===== src/hdl/dpbr_pkg.sv =====
// Constants shared by the peripheral/baseband ring DMA channel
package dpbr_pkg;
  // ------------------------------------------------------------
  // Register indexes (byte address is four times the index)
  // ------------------------------------------------------------
  localparam logic [9:0] CTRL_IDX    = 10'h044;
  localparam logic [9:0] CH_STRIDE   = 10'h014;
  localparam logic [9:0] SRC_IDX     = 10'h045;
  localparam logic [9:0] DST_IDX     = 10'h046;
  localparam logic [9:0] SIZE_IDX    = 10'h047;
  localparam logic [9:0] CANCEL_IDX  = 10'h048;
  localparam logic [9:0] COUNT_IDX   = 10'h049;
  localparam logic [9:0] ERR_IDX     = 10'h030;
  localparam logic [9:0] BKUP_IDX    = 10'h10C;
  localparam logic [9:0] RXMASK_IDX  = 10'h10D;
  localparam logic [9:0] MODE_IDX    = 10'h100;
  localparam logic [9:0] RXBASE_IDX  = 10'h101;
  localparam logic [9:0] RXSIZE_IDX  = 10'h102;
  localparam logic [9:0] RXWPTR_IDX  = 10'h103;
  localparam logic [9:0] TXCFG_IDX   = 10'h110;
  localparam logic [9:0] TXBASE_IDX  = 10'h118;
  // ------------------------------------------------------------
  // Control register fields
  // ------------------------------------------------------------
  localparam int B_AUTO  = 31;
  localparam int B_WNUM  = 30;
  localparam int B_RNUM  = 28;
  localparam int SRCW_LO = 22;
  localparam int DSTW_LO = 20;
  localparam int SEL_LO  = 9;
  localparam int B_ABT   = 3;
  localparam int B_ERR   = 2;
  localparam int B_TC    = 1;
  localparam int B_EN    = 0;
  localparam logic [1:0]  WIDTH_WORD  = 2'h2;
  localparam logic [31:0] CTRL_RST    = 32'h0000_0000;
  localparam logic [31:0] RX_RELOAD   = 32'h00FF_FFFF;
  localparam logic [31:0] WORD_BYTES  = 32'h0000_0004;
  localparam int          TX_CHANNELS = 6;
  // TX config fields: depth [1:0], wptr [3:2], rptr [5:4], slot [31:16]
  localparam int TXC_WP = 2;
  localparam int TXC_RP = 4;
  localparam int TXC_SZ = 16;
  // Depth code to pointer mask: one, two or four buffers
  function automatic logic [1:0] dep_mask(input logic [1:0] code);
    return (code == 2'h0) ? 2'h0 : (code == 2'h1) ? 2'h1 : 2'h3;
  endfunction : dep_mask
endpackage : dpbr_pkg


===== src/hdl/dpbr_ring_addr.sv =====
// Ring buffer slot address: base plus masked pointer times slot size
module dpbr_ring_addr #(
  parameter int PW = 5
) (
  input  wire logic [31:0]   base,
  input  wire logic [PW-1:0] ptr,
  input  wire logic [PW-1:0] mask,
  input  wire logic [15:0]   slot,
  output logic      [31:0]   addr
);
  logic [31:0] idx;
  // Pointer wraps through the depth mask
  assign idx  = 32'(ptr & mask);
  assign addr = base + idx * 32'(slot);
endmodule : dpbr_ring_addr


===== src/hdl/dpbr_channel.sv =====
// One DMA channel: peripheral to memory plus baseband TX/RX rings
module dpbr_channel #(
  parameter logic [9:0] CH_NUM = 10'h000
) (
  input  wire logic        mclk,
  input  wire logic        rst,
  input  wire logic        psel,
  input  wire logic        penable,
  input  wire logic        pwrite,
  input  wire logic [11:0] paddr,
  input  wire logic [31:0] pwdata,
  output logic      [31:0] prdata,
  output logic             pready,
  output logic             pslverr,
  input  wire logic [31:0] periph_req,
  output logic      [31:0] periph_ack,
  input  wire logic [31:0] periph_data,
  input  wire logic        periph_last,
  output logic             mem_wr_valid,
  input  wire logic        mem_wr_ready,
  input  wire logic        mem_wr_err,
  output logic      [31:0] mem_wr_addr,
  output logic      [31:0] mem_wr_data,
  input  wire logic        bb_tx_req,
  input  wire logic [2:0]  bb_tx_chn,
  input  wire logic        bb_tx_commit,
  input  wire logic        bb_tx_done,
  output logic             tx_fetch_valid,
  output logic      [31:0] tx_fetch_addr,
  output logic      [31:0] tx_fetch_words,
  input  wire logic        bb_rx_req,
  input  wire logic        bb_rx_commit,
  output logic             irq_tc,
  output logic             irq_error,
  output logic             irq_abort
);
  typedef enum logic [1:0] {
    S_IDLE = 2'b00, S_WAIT = 2'b01, S_WR = 2'b11, S_CNT = 2'b10
  } dpbr_state_t;

  localparam logic [9:0] C_CTRL = dpbr_pkg::CTRL_IDX + CH_NUM * dpbr_pkg::CH_STRIDE;
  localparam logic [9:0] C_SRC  = dpbr_pkg::SRC_IDX + CH_NUM * dpbr_pkg::CH_STRIDE;
  localparam logic [9:0] C_DST  = dpbr_pkg::DST_IDX + CH_NUM * dpbr_pkg::CH_STRIDE;
  localparam logic [9:0] C_SIZE = dpbr_pkg::SIZE_IDX + CH_NUM * dpbr_pkg::CH_STRIDE;
  localparam logic [9:0] C_CNCL = dpbr_pkg::CANCEL_IDX + CH_NUM * dpbr_pkg::CH_STRIDE;
  localparam logic [9:0] C_CNT  = dpbr_pkg::COUNT_IDX + CH_NUM * dpbr_pkg::CH_STRIDE;

  dpbr_state_t state_q;
  logic [31:0] ctrl_q, src_q, dst_q, size_q, cnt_q, base_q, data_q;
  logic [31:0] req_m_q, req_s_q;
  logic [1:0]  err_q, mode_q;
  logic [7:0]  bkup_q, rxmask_q;
  logic [4:0]  rxwptr_q;
  logic [15:0] rxslot_q;
  logic [31:0] rxbase_q, rx_addr, rx_next, tx_addr, dflt_q;
  logic        ack_q, last_q;
  logic [1:0]  tx_dep_q [dpbr_pkg::TX_CHANNELS];
  logic [1:0]  tx_wp_q  [dpbr_pkg::TX_CHANNELS];
  logic [1:0]  tx_rp_q  [dpbr_pkg::TX_CHANNELS];
  logic [15:0] tx_slot_q[dpbr_pkg::TX_CHANNELS];
  logic [31:0] tx_base_q[dpbr_pkg::TX_CHANNELS];

  // ------------------------------------------------------------
  // APB slave
  // ------------------------------------------------------------
  logic       acc, wr, hit;
  logic [9:0] idx;
  assign idx    = paddr[11:2];
  assign acc    = psel & penable;
  assign wr     = acc & pwrite;
  assign pready = 1'b1;
  assign pslverr = acc & ~hit;

  // Read mux and address decode
  always_comb begin
    hit    = 1'b1;
    prdata = 32'h0000_0000;
    unique case (idx)
      C_CTRL:                 prdata = ctrl_q;
      C_SRC:                  prdata = src_q;
      C_DST:                  prdata = dst_q;
      C_SIZE:                 prdata = size_q;
      C_CNCL:                 prdata = 32'h0000_0000;
      C_CNT:                  prdata = cnt_q;
      dpbr_pkg::ERR_IDX:      prdata = {30'h0000_0000, err_q};
      dpbr_pkg::BKUP_IDX:     prdata = {24'h00_0000, bkup_q};
      dpbr_pkg::RXMASK_IDX:   prdata = {24'h00_0000, rxmask_q};
      dpbr_pkg::MODE_IDX:     prdata = {30'h0000_0000, mode_q};
      dpbr_pkg::RXBASE_IDX:   prdata = rxbase_q;
      dpbr_pkg::RXSIZE_IDX:   prdata = {16'h0000, rxslot_q};
      dpbr_pkg::RXWPTR_IDX:   prdata = {27'h000_0000, rxwptr_q};
      default: begin
        hit = 1'b0;
        for (int i = 0; i < dpbr_pkg::TX_CHANNELS; i++) begin
          if (idx == dpbr_pkg::TXCFG_IDX + 10'(i)) begin
            hit    = 1'b1;
            prdata = {tx_slot_q[i], 10'h000, tx_rp_q[i], tx_wp_q[i], tx_dep_q[i]};
          end
          if (idx == dpbr_pkg::TXBASE_IDX + 10'(i)) begin
            hit    = 1'b1;
            prdata = tx_base_q[i];
          end
        end
      end
    endcase
  end

  // ------------------------------------------------------------
  // Events
  // ------------------------------------------------------------
  logic busy, cancel, start, sw_stop, width_bad, wr_done;
  logic done, bus_err, fin, rx_multi, tx_multi;
  logic [4:0] sel;
  assign busy      = state_q != S_IDLE;
  assign sel       = ctrl_q[dpbr_pkg::SEL_LO +: 5];
  assign tx_multi  = mode_q[0];
  assign rx_multi  = mode_q[1];
  assign cancel    = wr & (idx == C_CNCL) & pwdata[0];
  assign sw_stop   = busy & ((wr & (idx == C_CTRL) & ~pwdata[dpbr_pkg::B_EN]) | cancel);
  assign width_bad = (ctrl_q[dpbr_pkg::SRCW_LO +: 2] != dpbr_pkg::WIDTH_WORD) |
                     (ctrl_q[dpbr_pkg::DSTW_LO +: 2] != dpbr_pkg::WIDTH_WORD);
  assign start     = (state_q == S_IDLE) & ctrl_q[dpbr_pkg::B_EN] & ~sw_stop;
  assign wr_done   = mem_wr_valid & mem_wr_ready;
  assign bus_err   = wr_done & mem_wr_err;
  assign done      = (wr_done & ~mem_wr_err & (state_q == S_CNT)) |
                     (wr_done & ~mem_wr_err & (state_q == S_WR) &
                      (last_q | size_q == 32'h0000_0001) & ~ctrl_q[dpbr_pkg::B_WNUM]);
  // Transfer finished, locally or by the baseband TX side
  assign fin       = done | bb_tx_done;

  // Peripheral request lines through two flops
  always_ff @(posedge mclk or posedge rst) begin
    if (rst) begin
      req_m_q <= 32'h0000_0000;
      req_s_q <= 32'h0000_0000;
    end else begin
      req_m_q <= periph_req;
      req_s_q <= req_m_q;
    end
  end

  // ------------------------------------------------------------
  // Transfer state machine
  // ------------------------------------------------------------
  always_ff @(posedge mclk or posedge rst) begin
    if (rst) begin
      state_q <= S_IDLE;
    end else if (sw_stop | bus_err) begin
      state_q <= S_IDLE;
    end else begin
      unique case (state_q)
        S_IDLE: if (start & ~width_bad) state_q <= S_WAIT;
        S_WAIT: if (req_s_q[sel] & ~ack_q) state_q <= S_WR;
        S_WR:   if (wr_done) begin
          if (last_q | size_q == 32'h0000_0001)
            state_q <= ctrl_q[dpbr_pkg::B_WNUM] ? S_CNT : S_IDLE;
          else
            state_q <= S_WAIT;
        end
        S_CNT:  if (wr_done) state_q <= S_IDLE;
      endcase
    end
  end

  // Four-phase ack: held until the selected request drops
  always_ff @(posedge mclk or posedge rst) begin
    if (rst) begin
      ack_q  <= 1'b0;
      data_q <= 32'h0000_0000;
      last_q <= 1'b0;
    end else if (state_q == S_WAIT && req_s_q[sel] && !ack_q) begin
      ack_q  <= 1'b1;
      data_q <= periph_data;
      last_q <= periph_last;
    end else if (!req_s_q[sel]) begin
      ack_q  <= 1'b0;
    end
  end
  assign periph_ack = 32'(ack_q) << sel;

  // Memory write port: data word or received count before base
  assign mem_wr_valid = (state_q == S_WR) | (state_q == S_CNT);
  assign mem_wr_addr  = (state_q == S_CNT) ? base_q - dpbr_pkg::WORD_BYTES : dst_q;
  assign mem_wr_data  = (state_q == S_CNT) ? cnt_q : data_q;

  // ------------------------------------------------------------
  // Control register, enable and auto-load
  // ------------------------------------------------------------
  always_ff @(posedge mclk or posedge rst) begin
    if (rst) begin
      ctrl_q <= dpbr_pkg::CTRL_RST;
    end else begin
      if (fin | bus_err | (start & width_bad) | cancel)
        ctrl_q[dpbr_pkg::B_EN] <= 1'b0;
      if (fin)
        ctrl_q[dpbr_pkg::B_RNUM] <= bkup_q[0];
      if ((bb_tx_req | bb_rx_req) & ctrl_q[dpbr_pkg::B_RNUM])
        ctrl_q[dpbr_pkg::B_RNUM] <= 1'b0;
      if ((bb_tx_req | bb_rx_req) & ctrl_q[dpbr_pkg::B_AUTO])
        ctrl_q[dpbr_pkg::B_EN] <= 1'b1;
      if (wr & idx == C_CTRL)
        ctrl_q <= pwdata;
    end
  end

  // Addresses, size and received count
  always_ff @(posedge mclk or posedge rst) begin
    if (rst) begin
      src_q  <= 32'h0000_0000;
      dflt_q <= 32'h0000_0000;
      dst_q  <= 32'h0000_0000;
      size_q <= 32'h0000_0000;
      cnt_q  <= 32'h0000_0000;
      base_q <= 32'h0000_0000;
    end else begin
      if (start) begin
        base_q <= dst_q;
        cnt_q  <= 32'h0000_0000;
      end
      if (wr_done & state_q == S_WR) begin
        dst_q  <= dst_q + dpbr_pkg::WORD_BYTES;
        size_q <= size_q - 32'h0000_0001;
        cnt_q  <= cnt_q + 32'h0000_0001;
      end
      if (bb_tx_req & tx_multi)
        src_q <= tx_addr;
      if (bb_tx_req & ctrl_q[dpbr_pkg::B_RNUM])
        size_q <= {16'h0000, tx_slot_q[bb_tx_chn]} >> 2;
      if (bb_rx_req & ctrl_q[dpbr_pkg::B_RNUM])
        size_q <= {16'h0000, rxslot_q} >> 2;
      if (fin & rx_multi) begin
        dst_q  <= rx_addr;
        size_q <= dpbr_pkg::RX_RELOAD;
      end
      if (bb_rx_commit & rx_multi)
        dst_q <= rx_next;
      if (wr & idx == C_SRC)  src_q  <= pwdata;
      // Software copy survives the hardware reloads of src_q
      if (wr & idx == C_SRC)  dflt_q <= pwdata;
      if (wr & idx == C_DST)  dst_q  <= pwdata;
      if (wr & idx == C_SIZE) size_q <= pwdata;
    end
  end

  // TX fetch request toward the memory reader
  always_ff @(posedge mclk or posedge rst) begin
    if (rst) begin
      tx_fetch_valid <= 1'b0;
      tx_fetch_addr  <= 32'h0000_0000;
      tx_fetch_words <= 32'h0000_0000;
    end else begin
      tx_fetch_valid <= bb_tx_req;
      tx_fetch_addr  <= tx_multi ? tx_addr : src_q;
      tx_fetch_words <= ctrl_q[dpbr_pkg::B_RNUM] ?
                        {16'h0000, tx_slot_q[bb_tx_chn]} >> 2 : size_q;
    end
  end

  // Interrupt pulses and sticky error causes
  always_ff @(posedge mclk or posedge rst) begin
    if (rst) begin
      irq_tc    <= 1'b0;
      irq_error <= 1'b0;
      irq_abort <= 1'b0;
      err_q     <= 2'h0;
    end else begin
      irq_tc    <= fin & ctrl_q[dpbr_pkg::B_TC];
      irq_error <= (bus_err | (start & width_bad)) & ctrl_q[dpbr_pkg::B_ERR];
      irq_abort <= cancel & ctrl_q[dpbr_pkg::B_ABT];
      if (wr & idx == dpbr_pkg::ERR_IDX)
        err_q <= err_q & ~pwdata[1:0];
      if (start & width_bad) err_q[0] <= 1'b1;
      if (bus_err)           err_q[1] <= 1'b1;
    end
  end

  // ------------------------------------------------------------
  // Baseband ring state
  // ------------------------------------------------------------
  always_ff @(posedge mclk or posedge rst) begin
    if (rst) begin
      bkup_q   <= 8'h00;
      rxmask_q <= 8'h00;
      mode_q   <= 2'h0;
      rxbase_q <= 32'h0000_0000;
      rxslot_q <= 16'h0000;
      rxwptr_q <= 5'h00;
    end else begin
      if (bb_rx_commit & rx_multi)
        rxwptr_q <= (rxwptr_q + 5'h01) & rxmask_q[4:0];
      if (wr & idx == dpbr_pkg::BKUP_IDX)   bkup_q   <= pwdata[7:0];
      if (wr & idx == dpbr_pkg::RXMASK_IDX) rxmask_q <= pwdata[7:0];
      if (wr & idx == dpbr_pkg::MODE_IDX)   mode_q   <= pwdata[1:0];
      if (wr & idx == dpbr_pkg::RXBASE_IDX) rxbase_q <= pwdata;
      if (wr & idx == dpbr_pkg::RXSIZE_IDX) rxslot_q <= pwdata[15:0];
      if (wr & idx == dpbr_pkg::RXWPTR_IDX) rxwptr_q <= pwdata[4:0];
    end
  end

  // Per-channel TX rings: software write pointer, hardware read pointer
  for (genvar g = 0; g < dpbr_pkg::TX_CHANNELS; g++) begin : g_tx
    logic hit_cfg, bump;
    assign hit_cfg = wr & (idx == dpbr_pkg::TXCFG_IDX + 10'(g));
    assign bump = bb_tx_commit & tx_multi & (bb_tx_chn == 3'(g)) &
                  (tx_rp_q[g] != tx_wp_q[g]);
    always_ff @(posedge mclk or posedge rst) begin
      if (rst) begin
        tx_dep_q[g]  <= 2'h0;
        tx_wp_q[g]   <= 2'h0;
        tx_rp_q[g]   <= 2'h0;
        tx_slot_q[g] <= 16'h0000;
        tx_base_q[g] <= 32'h0000_0000;
      end else begin
        if (bump)
          tx_rp_q[g] <= (tx_rp_q[g] + 2'h1) & dpbr_pkg::dep_mask(tx_dep_q[g]);
        if (hit_cfg) begin
          tx_dep_q[g]  <= pwdata[1:0];
          tx_wp_q[g]   <= pwdata[dpbr_pkg::TXC_WP +: 2];
          tx_slot_q[g] <= pwdata[dpbr_pkg::TXC_SZ +: 16];
        end
        if (wr & idx == dpbr_pkg::TXBASE_IDX + 10'(g)) tx_base_q[g] <= pwdata;
      end
    end
  end

  // Send slot: default buffer when ring empty, else read pointer slot
  logic [2:0]  tch;
  logic        tx_empty;
  logic [31:0] tx_slot_addr;
  assign tch      = (bb_tx_chn < 3'(dpbr_pkg::TX_CHANNELS)) ? bb_tx_chn : 3'h0;
  assign tx_empty = tx_rp_q[tch] == tx_wp_q[tch];
  assign tx_addr  = tx_empty ? dflt_q : tx_slot_addr;

  dpbr_ring_addr #(.PW(2)) u_tx_ring (
    .base (tx_base_q[tch]),
    .ptr  (tx_rp_q[tch]),
    .mask (dpbr_pkg::dep_mask(tx_dep_q[tch])),
    .slot (tx_slot_q[tch]),
    .addr (tx_slot_addr)
  );
  dpbr_ring_addr #(.PW(5)) u_rx_ring (
    .base (rxbase_q),
    .ptr  (rxwptr_q),
    .mask (rxmask_q[4:0]),
    .slot (rxslot_q),
    .addr (rx_addr)
  );
  dpbr_ring_addr #(.PW(5)) u_rx_next (
    .base (rxbase_q),
    .ptr  (rxwptr_q + 5'h01),
    .mask (rxmask_q[4:0]),
    .slot (rxslot_q),
    .addr (rx_next)
  );
endmodule : dpbr_channel


===== config.mk =====
export PLATFORM = sky130hd
export DESIGN_NAME = dpbr_channel
export DESIGN_NICKNAME = d
export VERILOG_FILES = /design/src/hdl/dpbr_pkg.sv /design/src/hdl/dpbr_ring_addr.sv /design/src/hdl/dpbr_channel.sv
export SDC_FILE = /design/constraint.sdc
export NUM_CORES = 2
export LEC_CHECK = 0
export ABC_AREA = 1
export ABC_CLOCK_PERIOD_IN_PS = 78300
export BUFFER_PORTS_ARGS = -buffer_cell sky130_fd_sc_hd__buf_2
export CAP_MARGIN = 20
export CORE_MARGIN = 5
export CORE_UTILIZATION = 50
export CTS_CLUSTER_SIZE = 40
export DETAILED_ROUTE_END_ITERATION = 8
export PLACE_DENSITY = 0.8
export SKIP_LAST_GASP = 1
export SLEW_MARGIN = 20
export SYNTH_ARGS = -nofsm -noshare
export SYNTH_HDL_FRONTEND = slang
export SYNTH_SLANG_ARGS = --single-unit

===== constraint.sdc =====
create_clock -name mclk -period 78.3 [get_ports mclk]
set_input_delay 7.83 -clock mclk [delete_from_list [all_inputs] [get_ports mclk]]
set_output_delay 7.83 -clock mclk [all_outputs]
set_load 0.02 [all_outputs]

* Word-level counts from Yosys, hierarchy flattened
Cells that the tools add are included.
** Word-level totals
- Bits of input ports :: 124
- Flip-flop bits (word level) :: 789
- Output and inout port bits :: 199
- Word-level logic and storage cells :: 358
** Operators by class
- Shift-type cells :: 1
- Eq/ne operators :: 55
- Order comparisons :: 4
- Reductions and logical operators :: 24
- Mux-type cells :: 99
- $mul :: 3
- Bitwise gates (word level) :: 99
- Add/subtract/negate cells :: 14
** Operator list (count)
- $mux 32 :: 32
- $pmux 32 s13 :: 1
- $eq 10x9->1 const B :: 18
- $add 32x32->32 :: 3
- $bmux 16 s3 :: 2
- $bmux 32 s3 :: 1
- $mul 32x16->32 :: 3
- $and 1x1->1 :: 66
- $mux 16 :: 4
- $eq 10x7->1 const B :: 6
- $mux 2 :: 28
- $add 32x1->32 const B :: 1
- $add 32x3->32 const B :: 1
- $eq 32x1->1 const B :: 1
- $shl 1x5->32 :: 1
- $sub 32x1->32 const B :: 1
- $sub 32x3->32 const B :: 1
- $mux 29 :: 1
- $mux 1 :: 22
- $bmux 2 s3 :: 3
- $and 2x2->2 :: 8
- $eq 2x1->1 const B :: 8
- $logic_not 2->1 :: 8
- $and 5x5->5 :: 3
- 33 further kinds :: 76

* Depth between registers and ports, before layout
- Word-level depth :: 16
- Mapped depth :: 34
- Gate-level depth less buffers :: 31

* Hierarchy
A second synthesis with hierarchy kept.
** Second synthesis, totals
- Cells, all modules :: 7511
- Area, all modules :: 52633.0 µm²
** By module, submodules not included
- dpbr_channel :: area an instance 42614.6 µm², times used 1, cells an instance 5805, sequential area each 19743.9 µm²
- dpbr_ring_addr at u_rx_next ... :: area an instance 3877.5 µm², times used 2, cells an instance 637, sequential area each 0.0 µm²
- dpbr_ring_addr at u_tx_ring :: area an instance 2263.4 µm², times used 1, cells an instance 432, sequential area each 0.0 µm²

* Worst setup path after synthesis
OpenSTA, ideal clock, no wires.
- Path type :: input to output
- Start :: in paddr[4]
- End :: out pslverr
- Data required time :: 70.470 ns
- Stages on the path :: 11
- Buffers on the path :: 2
- Arrival time :: 9.600 ns
- Setup slack :: 60.870 ns
- Cells stage by stage :: inv_2 nor2_2 nand2_2 inv_1 nand3_1 buf_2 nand4_1 nor3_1 nand2_2 buf_2 nor4_1
** Between the ends
- Cells in the longest elaborated chain, start to end :: 16
- Elaborated cells on any way between the ends :: 41
- Those cells by class :: 25 x eq/ne; 13 x mux; 2 x bitwise; 1 x reduce/logical
** Ends and longest elaborated chain
- from (decl) :: line dpbr_channel.sv:10 : input wire logic [11:0] paddr,
- $eq 10x9->1 :: line dpbr_channel.sv:95 : if (idx == dpbr_pkg::TXCFG_IDX + 10'(i)) begin
- $mux 1 :: line dpbr_channel.sv:95
- $mux 1 :: line dpbr_channel.sv:99 : if (idx == dpbr_pkg::TXBASE_IDX + 10'(i)) begin
- $mux 1 :: line dpbr_channel.sv:95
- $mux 1 :: line dpbr_channel.sv:99
- $mux 1 :: line dpbr_channel.sv:95
- $mux 1 :: line dpbr_channel.sv:99
- $mux 1 :: line dpbr_channel.sv:95
- $mux 1 :: line dpbr_channel.sv:99
- $mux 1 :: line dpbr_channel.sv:95
- $mux 1 :: line dpbr_channel.sv:99
- $mux 1 :: line dpbr_channel.sv:95
- $mux 1 :: line dpbr_channel.sv:99
- $mux 1 (*) :: line dpbr_channel.sv:78 : unique case (idx)
- $not 1->1 (*) :: line dpbr_channel.sv:72 : assign pslverr = acc & ~hit;
- $and 1x1->1 (*) :: line dpbr_channel.sv:72
- to (decl) :: line dpbr_channel.sv:14 : output logic pslverr,
Mark *: on every way between the ends. The rest lies on a longest branch, timed or not.

* Worst setup path in the final report
- Start :: in paddr[10]
- End :: out prdata[26]
** Between the ends
- Cells in the longest elaborated chain, start to end :: 14
- Elaborated cells on any way between the ends :: 38
- Those cells by class :: 25 x eq/ne; 13 x mux
** Ends and longest elaborated chain
- $eq 10x9->1 :: line dpbr_channel.sv:95
- $mux 32 :: line dpbr_channel.sv:95
- $mux 32 :: line dpbr_channel.sv:99
- $mux 32 :: line dpbr_channel.sv:95
- $mux 32 :: line dpbr_channel.sv:99
- $mux 32 :: line dpbr_channel.sv:95
- $mux 32 :: line dpbr_channel.sv:99
- $mux 32 :: line dpbr_channel.sv:95
- $mux 32 :: line dpbr_channel.sv:99
- $mux 32 :: line dpbr_channel.sv:95
- $mux 32 :: line dpbr_channel.sv:99
- $mux 32 :: line dpbr_channel.sv:95
- $mux 32 :: line dpbr_channel.sv:99
- $pmux 32 s13 (*) :: line dpbr_channel.sv:78
- to (decl) :: line dpbr_channel.sv:12 : output logic [31:0] prdata,
Marked as above.

==> metrics.md <==
| Metric | Value |
|---|---|
| Status | `completed` |
| Num ports | `323` |
| Clk buf depth | `3` |
| Fillers | `9,627` |
| CTS clk-pin slew, worst paths | `0.06 ns` |
| Top-area cell type share of the netlist area | `38.8%` |
| Final Cell Area | `0.0563 mm^2` |
| Final Cycle Share | `27.2%` |
| Total GRT Usage | `39.0%` |
| Clock Sink Count | `789` |
| R2R Setup Slk | `72.63 ns` |
| Crit path DAT | `13.50 ns` |
| Cts bufs inserted | `89` |
| RR Startpoint | `rxwptr_q[0]` |
| Worst path required time | `70.47 ns` |
| Final worst-path setup slack | `56.97 ns` |
| Synth Area in XOR/XNOR | `1.79%` |
| # setup viols final | `0` |
| Core area | `0.101 mm^2` |
| HP Class | `reg2reg` |
| Pleak | `27.2 nW` |
| Worst-skew pair later-pin latency | `0.69 ns` |
| Nets | `7,483` |
| Total power | `0.989 mW` |
| Dpl ws | `57.40 ns` |
| Synth Area in Adders | `7.57%` |
| #FFs+latches synth | `789` |
| Drt first pass iters | `9` |
| Final GP Congestion | `1.03` |
| Antenna Nets Post-Route | `0` |
| Post-synthesis compound-gate area fraction | `16.9%` |
| Async S/R FF share, synth | `100%` |
| CP Launch Point | `paddr[10]` |
| Top-count cell post-synth | `nand2_1` |
| Global route total overflow | `0` |
| Synth warnings | `0` |
| Worst-margin pin slew | `1.27 ns` |
| Vias per std cell | `6.13` |
| Avg Cell Area, Syn | `7.24 um^2` |
| # rows | `117` |
| Syn Inst Count | `7,030` |
| Placed instance area | `0.0532 mm^2` |
| Simple-gate area share of the yosys netlist | `25.9%` |
| H-tree depth | `3` |
| Die area | `0.108 mm^2` |
| Mux share of post-synthesis cell area | `0.108%` |
| Post_cts resized | `0` |
| Largest net degree at the start of global routing | `156` |
| Largest family of logic cells by synthesized area | `simple AND/OR/NAND/NOR gates` |
| CP endpoint kind | `output port` |
| Worst Path Max Fanout | `19` |
| Starting Density | `50.1%` |
| Clock Skew | `0.0732 ns` |
| DP Cell Count | `8,411` |
| PD cells | `17.6 mW/mm^2` |
| WL final | `218,000 um` |
| Distinct cells, synth | `60` |
| First-pass GRT wire length | `316,000 um` |
| Die X | `329 um` |
| PortBufs | `319` |
| Fin crit period | `21.33 ns` |
| Routed len/inst | `25.4 um` |
| Kind of critical path | `in2out` |
| Sequential area share after synthesis | `38.8%` |
| Die Ht | `329 um` |
| Hpwl dp | `159,000 um` |
| Max VDD drop | `0.0000185 V` |
| Share of cells above drive strength 1 | `9.24%` |
| Root buffer cell | `clkbuf_16` |
| Top cell types by occurrence after synthesis | `nand2_1, o21ai_0, dfrtp_1` |
| Antenna violations before repair | `29` |
| Post-synth net total | `7,379` |
| Reg2reg path depth | `25` |
| Max-cap viol count | `0` |
| RR Endpoint | `dst_q[13]` |
| Top_reg_cell synth | `dfrtp_1` |
| Fin cells | `8,590` |
| CP endpoint | `prdata[26]` |
| # Post-CTS Setup Buffers | `0` |
| Post-CTS Hold Buffers | `0` |
| DR DRC count | `0` |
| Slew HR | `14.5%` |
| Unrepaired setup endpoints after global routing | `no` |
| Max-slew violations | `0` |
| Netlist Area Pre-Place | `0.0509 mm^2` |
| Number of flops mapped to enable cells by yosys | `0` |
| Area grow syn2layout | `10.6%` |
| Number of global-route vias before repair | `49,100` |
| Largest cells by area after synthesis | `dfrtp_1, nand2_1, o21ai_0` |
| Area leader, netlist | `dfrtp_1` |
| Setup TNS | `0 ns` |
| Drt first-iter violations | `7,668` |
| Final hold violations | `0` |
| Worst setup SP type | `primary input` |
| Vias | `52,700` |
| Fmax | `0.0469 GHz` |
| CTS tree | `built` |
[cell usage in the layout (no fill, tap or decap), drive strengths merged, types with 27 or more instances in the layout]
cell,synthesis,layout
nand2,1991,1991
o21ai,962,962
dfrtp,789,789
inv,762,768
nor2,638,638
buf,122,382
nand3,353,353
a21oi,241,241
fa,138,138
clkbuf,247,124
o22ai,109,109
nand4,87,87
ha,87,87
xor2,79,79
nor3,65,65
o211ai,48,48
clkinv,19,41
nor4,36,36
a221oi,27,27
[routing by layer]
| layer | global-route usage (%) | part of all wire, % | vias to the layer above |
|---|---|---|---|
| met2 | 57.7 | 42 | 3807 |
| met5 | 0 | 0.073 | - |
| met4 | 26.9 | 8.7 | 6 |
| met1 | 49.1 | 36 | 24900 |
| li1 | - | - | 23100 |
| met3 | 12.0 | 13 | 858 |
[area by class of cell]
class	instances	area [um^2]	share of cell area, %
Multi-Input combinational cell	5091	26700	47.5
Antenna cell	14	35.0	0.0623
Clock buffer	124	2510	4.46
Timing Repair Buffer	382	2100	3.73
Tap cell	1368	1710	3.04
Inverter	781	2940	5.23
Clock inverter	41	498	0.885
Sequential cell	789	19700	35.1
[worst min-delay path by stage]
| stage | startpoint | end | slack [ns] | depth (start not counted) |
|---|---|---|---|---|
| finish | req_m_q[16] | req_s_q[16] | 0.35 | 0 |
| global route | req_m_q[30] | req_s_q[30] | 0.35 | 0 |
| CTS | req_m_q[26] | req_s_q[26] | 0.35 | 0 |
| detailed placement | req_m_q[0] | req_s_q[0] | 0.33 | 0 |
| global placement | req_m_q[11] | req_s_q[11] | 0.33 | 0 |
| floorplan | req_m_q[0] | req_s_q[0] | 0.33 | 0 |
[cells by family (layout without fill, tap and decap cells)]
family | count (synthesis) | in the layout
and+or+nand+nor | 3205 | 3205
buffers and inverters | 1150 | 1328
DFF | 789 | 789
muxes | 5 | 5
AOI/OAI and AO/OA | 1551 | 1551
other | 1 | 15
adders and majority gates | 225 | 225
xor gates and xnor gates | 104 | 104
[registers in the layout (all words and copies together) (netlist names), 16 cells and up]
register        count
size_q             32
rxslot_q           16
tx_fetch_words     32
rxbase_q           32
req_s_q            32
cnt_q              32
dst_q              32
ctrl_q             32
tx_base_q         192
req_m_q            32
data_q             32
tx_fetch_addr      32
dflt_q             32
tx_slot_q          96
src_q              32
base_q             32
[where the power goes]
group	internal, mW	switching [mW]
combinational	0.0308	0.0886
clock	0.249	0.188
sequential	0.422	0.0109
total	0.702	0.287
[worst max-delay path, stage by stage]
cell	delay, ns
buf_2	0.15
inv_1	0.05
nor2_1	0.68
nand2_1	0.24
inv_1	0.16
nand3_1	0.70
inv_1	0.96
nor3_1	0.16
nand2_2	0.68
inv_2	0.41
nor4_1	1.02
a21oi_1	0.17
buf_2	0.25
[per-stage QoR]
stage | hold slack [ns] | utilization (%)
floorplan | 0.331 | -
global placement | 0.332 | 52.4
detailed placement | 0.335 | 52.4
CTS | 0.349 | 55.4
global route | 0.354 | 55.4
finish | 0.346 | 55.5
Power figures use the tool's default switching activity.
